File: src/verilog/adcrl_pkg.sv
// Constants shared by the result list manager files
package adcrl_pkg;
    // ************************************************************
    // Widths
    // ************************************************************
    localparam int RAW_W = 12;
    localparam int WORD_W = 16;
    localparam int ADDR_W = 24;
    localparam int INDEX_W = 16;
    localparam int CMD_INDEX_W = 8;
    localparam int ENTRY_W = ADDR_W + WORD_W;

    // ************************************************************
    // Resolution codes and justification
    // ************************************************************
    localparam logic [1:0] RES_8 = 2'h0;
    localparam logic [1:0] RES_10 = 2'h1;
    localparam logic [1:0] RES_12 = 2'h2;
    localparam logic JUSTIFY_LEFT = 1'h0;
    localparam logic JUSTIFY_RIGHT = 1'h1;

    // Field positions inside one buffered entry
    localparam int ENTRY_DATA_LSB = 0;
    localparam int ENTRY_ADDR_LSB = WORD_W;

    // ************************************************************
    // Reset values
    // ************************************************************
    localparam logic [ADDR_W-1:0] BASE_RESET = 24'h000000;
    localparam logic [ADDR_W-1:0] OFFSET_RESET = 24'h000000;
    localparam logic [INDEX_W-1:0] INDEX_RESET = 16'h0000;
    localparam logic [CMD_INDEX_W-1:0] CMD_INDEX_RESET = 8'h00;
    localparam logic LIST_SEL_RESET = 1'h0;
endpackage

File: src/verilog/adcrl_format.sv
// Justification of one raw conversion result into a 16-bit word
`timescale 1ns/1ps
module adcrl_format
    import adcrl_pkg::*;
(
    input wire logic [RAW_W-1:0] raw,
    input wire logic [1:0] resolution_select,
    input wire logic justify_select,
    output logic [WORD_W-1:0] word
);
    // ************************************************************
    // Formatting
    // ************************************************************
    // Unused positions stay zero; code 3 is treated as 12 bit
    always_comb
    begin
        word = 16'h0000;
        if (resolution_select == RES_8)
        begin
            if (justify_select == JUSTIFY_RIGHT)
                word = {8'h00, raw[7:0]};
            else
                word = {raw[7:0], 8'h00};
        end
        else if (resolution_select == RES_10)
        begin
            if (justify_select == JUSTIFY_RIGHT)
                word = {6'h00, raw[9:0]};
            else
                word = {raw[9:0], 6'h00};
        end
        else
        begin
            if (justify_select == JUSTIFY_RIGHT)
                word = {4'h0, raw[11:0]};
            else
                word = {raw[11:0], 4'h0};
        end
    end
endmodule

File: src/verilog/adcrl_skid.sv
// Two-entry buffer between the result path and system memory
`timescale 1ns/1ps
module adcrl_skid
    import adcrl_pkg::*;
(
    input wire logic sys_clk,
    input wire logic rst,
    input wire logic clk_en,
    input wire logic in_valid,
    output logic in_ready,
    input wire logic [ENTRY_W-1:0] in_data,
    output logic out_valid,
    input wire logic out_ready,
    output logic [ENTRY_W-1:0] out_data
);
    logic skid_valid;
    logic [ENTRY_W-1:0] skid_data;
    logic next_out_valid;
    logic [ENTRY_W-1:0] next_out_data;
    logic next_skid_valid;
    logic [ENTRY_W-1:0] next_skid_data;
    logic next_in_ready;

    // ************************************************************
    // Next state
    // ************************************************************
    // Ready is registered so the source never sees a combinational path
    always_comb
    begin
        next_out_valid = out_valid;
        next_out_data = out_data;
        next_skid_valid = skid_valid;
        next_skid_data = skid_data;
        if (!out_valid || out_ready)
        begin
            if (skid_valid)
            begin
                next_out_valid = 1'b1;
                next_out_data = skid_data;
                next_skid_valid = 1'b0;
            end
            else
            begin
                next_out_valid = in_valid && in_ready;
                if (in_valid && in_ready)
                    next_out_data = in_data;
            end
        end
        else if (in_valid && in_ready)
        begin
            next_skid_valid = 1'b1;
            next_skid_data = in_data;
        end
        next_in_ready = !next_skid_valid;
    end

    // Registers
    always_ff @(posedge sys_clk)
    begin
        if (rst)
        begin
            out_valid <= 1'b0;
            out_data <= '0;
            skid_valid <= 1'b0;
            skid_data <= '0;
            in_ready <= 1'b0;
        end
        else if (clk_en)
        begin
            out_valid <= next_out_valid;
            out_data <= next_out_data;
            skid_valid <= next_skid_valid;
            skid_data <= next_skid_data;
            in_ready <= next_in_ready;
        end
    end
endmodule

File: src/verilog/adcrl_manager.sv
// Result list manager: formatting, list indices, buffer switching, lock
`timescale 1ns/1ps
module adcrl_manager
    import adcrl_pkg::*;
(
    input wire logic sys_clk,
    input wire logic rst,
    input wire logic clk_en,
    input wire logic adc_enable,
    input wire logic justify_select,
    input wire logic [1:0] resolution_select,
    input wire logic command_list_buffer_mode,
    input wire logic result_list_buffer_mode,
    input wire logic sw_base_write,
    input wire logic sw_offset0_write,
    input wire logic sw_offset1_write,
    input wire logic sw_index_write,
    input wire logic [ADDR_W-1:0] sw_pointer_data,
    input wire logic [INDEX_W-1:0] sw_index_data,
    input wire logic command_advance,
    input wire logic restart_at_boundary,
    input wire logic conversion_abort,
    input wire logic conv_valid,
    output logic conv_ready,
    input wire logic [RAW_W-1:0] conv_data,
    input wire logic conv_end_of_list,
    output logic mem_wr_valid,
    input wire logic mem_wr_ready,
    output logic [ADDR_W-1:0] mem_wr_addr,
    output logic [WORD_W-1:0] mem_wr_data,
    output logic result_list_select,
    output logic command_list_select,
    output logic [ADDR_W-1:0] result_base_pointer,
    output logic [ADDR_W-1:0] result_list_offset0,
    output logic [ADDR_W-1:0] result_list_offset1,
    output logic [INDEX_W-1:0] result_index,
    output logic [CMD_INDEX_W-1:0] command_index,
    output logic last_full_list_indicator
);
    // ************************************************************
    // Declarations
    // ************************************************************
    logic [WORD_W-1:0] fmt_data;
    logic store;
    logic list_clear;
    logic pending_switch;
    logic eff_sel;
    logic [INDEX_W-1:0] eff_index;
    logic [ADDR_W-1:0] store_addr;
    logic [ENTRY_W-1:0] buf_in_data;
    logic [ENTRY_W-1:0] buf_out_data;
    logic next_pending_switch;
    logic next_result_list_select;
    logic next_command_list_select;
    logic [ADDR_W-1:0] next_result_base_pointer;
    logic [ADDR_W-1:0] next_result_list_offset0;
    logic [ADDR_W-1:0] next_result_list_offset1;
    logic [INDEX_W-1:0] next_result_index;
    logic [CMD_INDEX_W-1:0] next_command_index;
    logic next_last_full_list_indicator;

    // ************************************************************
    // Result formatting and buffering
    // ************************************************************
    adcrl_format u_format (
        .raw(conv_data),
        .resolution_select(resolution_select),
        .justify_select(justify_select),
        .word(fmt_data)
    );

    // Results offered while disabled are accepted and dropped
    assign store = conv_valid && conv_ready && adc_enable;

    // Single mode clears on restart and abort immediately
    assign list_clear = !result_list_buffer_mode && (restart_at_boundary || conversion_abort);

    // In double mode the first result after a finished or aborted list opens the other list
    assign eff_sel = pending_switch ? !result_list_select : result_list_select;
    assign eff_index = pending_switch ? INDEX_RESET : result_index;

    // Index counts 16-bit words, so the byte address steps by two
    assign store_addr = ADDR_W'(result_base_pointer + (eff_sel ? result_list_offset1 : result_list_offset0)
        + {eff_index, 1'b0});
    assign buf_in_data = {store_addr, fmt_data};

    adcrl_skid u_skid (
        .sys_clk(sys_clk),
        .rst(rst),
        .clk_en(clk_en),
        .in_valid(conv_valid && adc_enable),
        .in_ready(conv_ready),
        .in_data(buf_in_data),
        .out_valid(mem_wr_valid),
        .out_ready(mem_wr_ready),
        .out_data(buf_out_data)
    );

    // Split the buffered entry back into address and word
    assign mem_wr_addr = buf_out_data[ENTRY_ADDR_LSB +: ADDR_W];
    assign mem_wr_data = buf_out_data[ENTRY_DATA_LSB +: WORD_W];

    // ************************************************************
    // Pointer registers
    // ************************************************************
    // Software writes only land while the converter is off
    always_comb
    begin
        next_result_base_pointer = result_base_pointer;
        next_result_list_offset0 = result_list_offset0;
        next_result_list_offset1 = result_list_offset1;
        if (!adc_enable)
        begin
            if (sw_base_write)
                next_result_base_pointer = sw_pointer_data;
            if (sw_offset0_write)
                next_result_list_offset0 = sw_pointer_data;
            if (sw_offset1_write)
                next_result_list_offset1 = sw_pointer_data;
        end
    end

    always_ff @(posedge sys_clk)
    begin
        if (rst)
        begin
            result_base_pointer <= BASE_RESET;
            result_list_offset0 <= OFFSET_RESET;
            result_list_offset1 <= OFFSET_RESET;
        end
        else if (clk_en)
        begin
            result_base_pointer <= next_result_base_pointer;
            result_list_offset0 <= next_result_list_offset0;
            result_list_offset1 <= next_result_list_offset1;
        end
    end

    // ************************************************************
    // List indices and selection
    // ************************************************************
    // Clears win over a store in the same cycle, the store itself still lands
    always_comb
    begin
        next_pending_switch = pending_switch;
        next_result_list_select = result_list_select;
        next_command_list_select = command_list_select;
        next_result_index = result_index;
        next_command_index = command_index;
        next_last_full_list_indicator = last_full_list_indicator;
        if (!adc_enable)
        begin
            if (sw_index_write)
                next_result_index = sw_index_data;
        end
        else
        begin
            if (command_advance)
                next_command_index = CMD_INDEX_W'(command_index + 8'h01);
            if (store)
            begin
                next_result_list_select = eff_sel;
                next_result_index = INDEX_W'(eff_index + 16'h0001);
                next_pending_switch = 1'b0;
                if (conv_end_of_list)
                begin
                    next_last_full_list_indicator = eff_sel;
                    next_pending_switch = 1'b1;
                    if (command_list_buffer_mode)
                        next_command_list_select = !command_list_select;
                    if (!result_list_buffer_mode)
                    begin
                        next_result_index = INDEX_RESET;
                        next_command_index = CMD_INDEX_RESET;
                    end
                end
            end
            // An abort in double mode arms the switch; set beats the store's clear
            if (conversion_abort && result_list_buffer_mode)
                next_pending_switch = 1'b1;
            if (restart_at_boundary || conversion_abort)
                next_command_index = CMD_INDEX_RESET;
            if (list_clear)
                next_result_index = INDEX_RESET;
        end
        // Single result buffering pins the result select to the first list; single command buffering pins the command select
        if (!result_list_buffer_mode)
        begin
            next_result_list_select = LIST_SEL_RESET;
            next_last_full_list_indicator = LIST_SEL_RESET;
            next_pending_switch = 1'b0;
        end
        if (!command_list_buffer_mode)
            next_command_list_select = LIST_SEL_RESET;
    end

    // Index and pointers are plain outputs, readable while running
    always_ff @(posedge sys_clk)
    begin
        if (rst)
        begin
            pending_switch <= 1'b0;
            result_list_select <= LIST_SEL_RESET;
            command_list_select <= LIST_SEL_RESET;
            result_index <= INDEX_RESET;
            command_index <= CMD_INDEX_RESET;
            last_full_list_indicator <= LIST_SEL_RESET;
        end
        else if (clk_en)
        begin
            pending_switch <= next_pending_switch;
            result_list_select <= next_result_list_select;
            command_list_select <= next_command_list_select;
            result_index <= next_result_index;
            command_index <= next_command_index;
            last_full_list_indicator <= next_last_full_list_indicator;
        end
    end

    // ************************************************************
    // Assertions
    // ************************************************************
    single_sel_a: assert property (@(posedge sys_clk) disable iff (rst)
        (clk_en && !result_list_buffer_mode && !command_list_buffer_mode)
        |=> (!result_list_select && !command_list_select))
        else $error("list select not forced low in single mode");

    ptr_lock_a: assert property (@(posedge sys_clk) disable iff (rst)
        (clk_en && adc_enable && (sw_base_write || sw_offset0_write || sw_offset1_write || sw_index_write)
            && !store && !list_clear)
        |=> ($stable(result_base_pointer) && $stable(result_list_offset0) && $stable(result_list_offset1)
            && $stable(result_index)))
        else $error("pointer changed by software while enabled");

    idx_step_a: assert property (@(posedge sys_clk) disable iff (rst)
        (clk_en && store && !pending_switch && !conv_end_of_list && !list_clear)
        |=> (result_index == INDEX_W'($past(result_index) + 16'h0001)))
        else $error("result index did not step by one");

    word_layout_a: assert property (@(posedge sys_clk) disable iff (rst)
        store |-> (buf_in_data[WORD_W-1:0] == fmt_data && buf_in_data[ENTRY_W-1:WORD_W] == store_addr))
        else $error("buffered entry does not hold the formatted word");

    pad_zero_a: assert property (@(posedge sys_clk) disable iff (rst)
        (resolution_select == RES_8 && justify_select == JUSTIFY_RIGHT) |-> (fmt_data[15:8] == 8'h00))
        else $error("unused upper bits not zero");

    left_just_a: assert property (@(posedge sys_clk) disable iff (rst)
        (resolution_select == RES_12 && justify_select == JUSTIFY_LEFT)
        |-> (fmt_data == {conv_data[11:0], 4'h0}))
        else $error("12 bit left justification wrong");

    single_clear_a: assert property (@(posedge sys_clk) disable iff (rst)
        (clk_en && adc_enable && !result_list_buffer_mode && (conversion_abort || (store && conv_end_of_list)))
        |=> (result_index == INDEX_RESET && command_index == CMD_INDEX_RESET))
        else $error("indices not cleared in single mode");

    list_switch_a: assert property (@(posedge sys_clk) disable iff (rst)
        (clk_en && store && pending_switch && result_list_buffer_mode && !conversion_abort)
        |=> (result_list_select != $past(result_list_select) && result_index == 16'h0001))
        else $error("result list did not switch on first result");

    last_full_a: assert property (@(posedge sys_clk) disable iff (rst)
        (clk_en && store && conv_end_of_list && result_list_buffer_mode)
        |=> (last_full_list_indicator == $past(eff_sel)))
        else $error("last full list indicator wrong");

    // A 10 bit right justified word keeps the raw bits at the bottom
    right_just_a: assert property (@(posedge sys_clk) disable iff (rst)
        (resolution_select == RES_10 && justify_select == JUSTIFY_RIGHT)
        |-> (fmt_data == {6'h00, conv_data[9:0]}))
        else $error("10 bit right justification wrong");

    // Left justified 8 bit results must not leak into the low bits
    pad_left_a: assert property (@(posedge sys_clk) disable iff (rst)
        (resolution_select == RES_8 && justify_select == JUSTIFY_LEFT) |-> (fmt_data[7:0] == 8'h00))
        else $error("unused lower bits not zero");

    // Abort in double mode must arm the switch even without a store
    abort_arm_a: assert property (@(posedge sys_clk) disable iff (rst)
        (clk_en && adc_enable && conversion_abort && result_list_buffer_mode)
        |=> pending_switch)
        else $error("abort did not arm the list switch");

    // With the converter stopped a software write lands next cycle
    sw_load_a: assert property (@(posedge sys_clk) disable iff (rst)
        (clk_en && !adc_enable && sw_base_write)
        |=> (result_base_pointer == $past(sw_pointer_data)))
        else $error("base pointer write did not land while stopped");
endmodule

File: config.mk
export PLATFORM = sky130hd
export DESIGN_NAME = adcrl_manager
export DESIGN_NICKNAME = d
export VERILOG_FILES = /design/src/verilog/adcrl_pkg.sv /design/src/verilog/adcrl_format.sv /design/src/verilog/adcrl_skid.sv /design/src/verilog/adcrl_manager.sv
export SDC_FILE = /design/constraint.sdc
export NUM_CORES = 1
export LEC_CHECK = 0
export BUFFER_PORTS_ARGS = -buffer_cell sky130_fd_sc_hd__buf_4
export CAP_MARGIN = 20
export CORE_ASPECT_RATIO = 0.6
export CORE_MARGIN = 2
export CORE_UTILIZATION = 56
export CTS_BUF_LIST = sky130_fd_sc_hd__clkbuf_8 sky130_fd_sc_hd__clkbuf_16
export DETAILED_ROUTE_END_ITERATION = 8
export GPL_TIMING_DRIVEN = 0
export PLACE_DENSITY_LB_ADDON = 0.15
export SLEW_MARGIN = 10
export SYNTH_ARGS = -nofsm -noshare
export SYNTH_HDL_FRONTEND = slang
export SYNTH_HIERARCHICAL = 1
export SYNTH_SLANG_ARGS = --single-unit
File: constraint.sdc
create_clock -name sys_clk -period 4.6 [get_ports sys_clk]
set_clock_uncertainty 0.15 [all_clocks]
set_input_delay 0.23 -clock sys_clk [delete_from_list [all_inputs] [get_ports sys_clk]]
set_output_delay 0.23 -clock sys_clk [all_outputs]
set_load 0.02 [all_outputs]
==> reports/results.ini <==
[die]
dieArea_sq_mm=0.02012
rows=38
chipHeight_um=110.7
initial_core_util=0.5801
die_width_um=181.8
core_area_sq_mm=0.01831
ios=212

[global_route]
grt_use_met3=0.06603
grt_max_degree=17
met1_usage=0.4284
grt.busiest_layer=met2
grt_pass1_vias=9217
grt_pass1_wl_um=47820
grt_use_met2=0.4414
grt-ovfl-total=0
grtUsageTotal=0.2952
antenna_found_initial=0

[route]
routed_wl_um=30100
routedWlPerCell_um=17.42
via_per_inst=5.599
drc_errors=0
ant_nets=0
dr.pass1.iters=5
vias=9675
first_iter_violations=811

[logic_synthesis]
synth_top_family_by_area=simple AND/OR/NAND/NOR gates
postSynthAreaPerCell_sq_um=8.718
synth_top_area_frac=0.3450
synth_fa_ha_area_frac=0.06858
synth-main-ff-cell=dfxtp_1
synth_edf_count=0
muxShareOfSynthArea=0.1726
synth_nets=1337
synthArstFlopShare=0
yosysSeqAreaShare=0.3450
synthDistinctLibCells=62
synth_compound_area_frac=0.1119
synth_top_area_cell=dfxtp_1
synth_xor_area_frac=0.03370
syn_area_sq_mm=0.01062
synth-seq-cells=183
synth.area.top_cells=dfxtp_1 34%, mux2i_1 8.7%, nand2_1 6.3%
yosys.cell_count.top_type=dfxtp_1
synth-simple-area-share=0.2255
ys_top_cells_by_count=183 x dfxtp_1, 179 x nand2_1, 99 x a21oi_1
ys_warn_count=6
syn_inst=1218

[critical_path]
path_class=reg -> reg
crit_chain=xnor2_4 > buf_6 > mux2i_4 > fa_1 > inv_1 > ha_1 > inv_1 > fa_1 > nor2b_1 > o2111ai_1 > a21oi_1 > nor2_2 > o21a_1 > o211a_1 > mux2i_1 > nor2_1 > mux2_4
start_kind=flop
worstRegToRegCells=17
worst-path-stages=17
worstPathMaxFanout=10
arrival_ps=4550
crit_required_ps=4770
max_stage_delay_ps=450
critPathBufInv=3
path_delay_family=adder cells
cpMaxStageDelayCell=fa_1
cp-end-kind=flop

[place]
gp_congestion=0.9325
dpl.hpwl_um=22530
placed_area_sq_mm=0.01249
place_ws_ps=-328.5
dp_cells=1667
portBuffers=209

[status]
outcome=complete, no violations

[clock_tree]
clock_path_buffers=2
numCtsBuffers=17
clk_latency_ps=430
cts_tree=yes
clockRootBuffer=clkbuf_16
htreeDepth=4
cts_sinks=183
clkTransAtPathRegs_ps=70

[final_layout]
n_antenna_cell=0
drive_gt1_frac=0.2251
fillers=1364
nets=1594
design_area_sq_mm=0.01336
area_growth_pct=25.78
instances_no_fill=1728
post-route-util=0.7297

[run]
drv_cap=0

[timing]
max_clock_freq_ghz=0.2282
fin_ws_ps=217.0
rsz0062_at_grt=false
worst_pin_slew_ps=651.0
final-hold-violation-count=0
period_share=0.9528
setup_viol=0
relSlewSlack=0.5651
slew_viol_final=0
period_minus_slack_ps=4383

[min_path]
hold_class=in -> reg
min_path_cells=4

[power]
clkPwrFrac=0.374
power.total_mw=3.675
p_switching_mw=1.073
intPower_mw=2.602
leakage_nw=5.739
swShare=0.2921
p_per_area_mw_per_mm2=275.2
seqPwrFrac=0.452
peakVddDrop_mv=0.2549
p_comb_frac=0.175

## kinds of logic after synthesis
logic type               after synthesis
AND/OR/NAND/NOR                      491
AO/OA/AOI/OAI                        193
flip-flops                           183
adder cells (fa/ha/maj)               48
XOR/XNOR                              40
multiplexers                         160
buffers and inverters                103
## sequential cells by signal (all words and copies together), names as in the netlist
signal                    count
result_list_offset0          24
command_index                 8
pending_switch                1
result_base_pointer          24
result_index                 16
last_full_list_indicator      1
u_skid/in_ready               1
u_skid/skid_valid             1
result_list_select            1
u_skid/out_data              40
u_skid/skid_data             40
u_skid/out_valid              1
command_list_select           1
result_list_offset1          24
## per-stage QoR
step	TNS [ps]	hold slack (ps)
floorplan	0	216.0
global placement	-1363	305.5
detailed placement	-1820	308.2
CTS	0	3.457
global route	0	13.93
finish	0	5.131
## what timing repair did
| item | CTS | global route |
|---|---|---|
| pin swaps | 1 | 2 |
| setup endpoints to repair | 14 | 11 |
| endpoints found under the hold margin | 75 | 0 |
| setup buffers | 2 | 0 |
| hold buffers | 27 | 0 |
| cloned | 0 | 0 |
| resized for setup | 4 | 10 |
## placed cells by master (no fill, tap or decap), types with 5 or more instances in the layout
cell,instances
a21o_1,10
a31oi_1,5
xnor2_1,23
mux2_4,39
buf_2,12
nand2_1,179
nor2_1,94
nand3_1,9
nand4_1,12
and3_1,8
buf_4,213
mux2_1,8
clkbuf_16,17
dlygate4sd3_1,27
fa_1,17
nor2b_1,57
and2_1,10
nor3_1,11
xor2_1,16
dfxtp_1,182
mux2i_1,91
clkbuf_1,54
nand2b_1,85
buf_6,7
inv_1,24
a22oi_1,12
a21oi_1,99
o211ai_1,7
mux2_2,21
a211oi_1,16
ha_1,31
o21ai_0,13
## worst reg2reg max path: stages (launching register included)
cell       delay, ps
dfxtp_2          380
xnor2_4          320
buf_6            230
mux2i_4          300
fa_1             450
inv_1             70
ha_1             150
inv_1             50
fa_1             410
nor2b_1          170
o2111ai_1        220
a21oi_1          230
nor2_2           110
o21a_1           240
o211a_1          270
mux2i_1          140
nor2_1            80
mux2_4           290
## power by group through the flow
stage	Clock, mW	Sequential [mW]	Combinational [mW]
after floorplan	0	1.73	0.339
after global placement	0	1.69	0.597
after detailed placement	0	1.69	0.606
after CTS	1.37	1.66	0.633
after global routing	1.45	1.67	0.698
final	1.37	1.66	0.643
## final cells by class
| class | instances | area, sq um | area share |
|---|---|---|---|
| timing repair buffer | 238 | 1854 | 0.1388 |
| tap | 240 | 300.3 | 0.02248 |
| sequential | 183 | 3665 | 0.2744 |
| clock buffer | 18 | 439.2 | 0.03288 |
| inverter | 25 | 93.84 | 0.007026 |
| multi-input combinational | 932 | 6534 | 0.4892 |
| buffer | 78 | 370.4 | 0.02773 |
| clock inverter | 14 | 100.1 | 0.007494 |
## layer usage
layer,routed length (um),share of wire
met4,418,0.014
met3,2496,0.083
met5,0,0
met1,14470,0.48
met2,12710,0.42
## final timing paths
check | to | start | slack (ps)
setup / recovery | u_skid/out_data[39]$_SDFFE_PP0P_ | pending_switch$_SDFFE_PP0P_ | 220
hold / removal | command_list_select$_SDFFE_PP0P_ | command_list_buffer_mode | 5
setup reg to reg | u_skid/out_data[39]$_SDFFE_PP0P_ | pending_switch$_SDFFE_PP0P_ | 220
hold reg to reg | result_list_offset0[7]$_SDFFE_PP0P_ | result_list_offset0[7]$_SDFFE_PP0P_ | 320
Note: power is estimated with default switching activity, not from simulation.
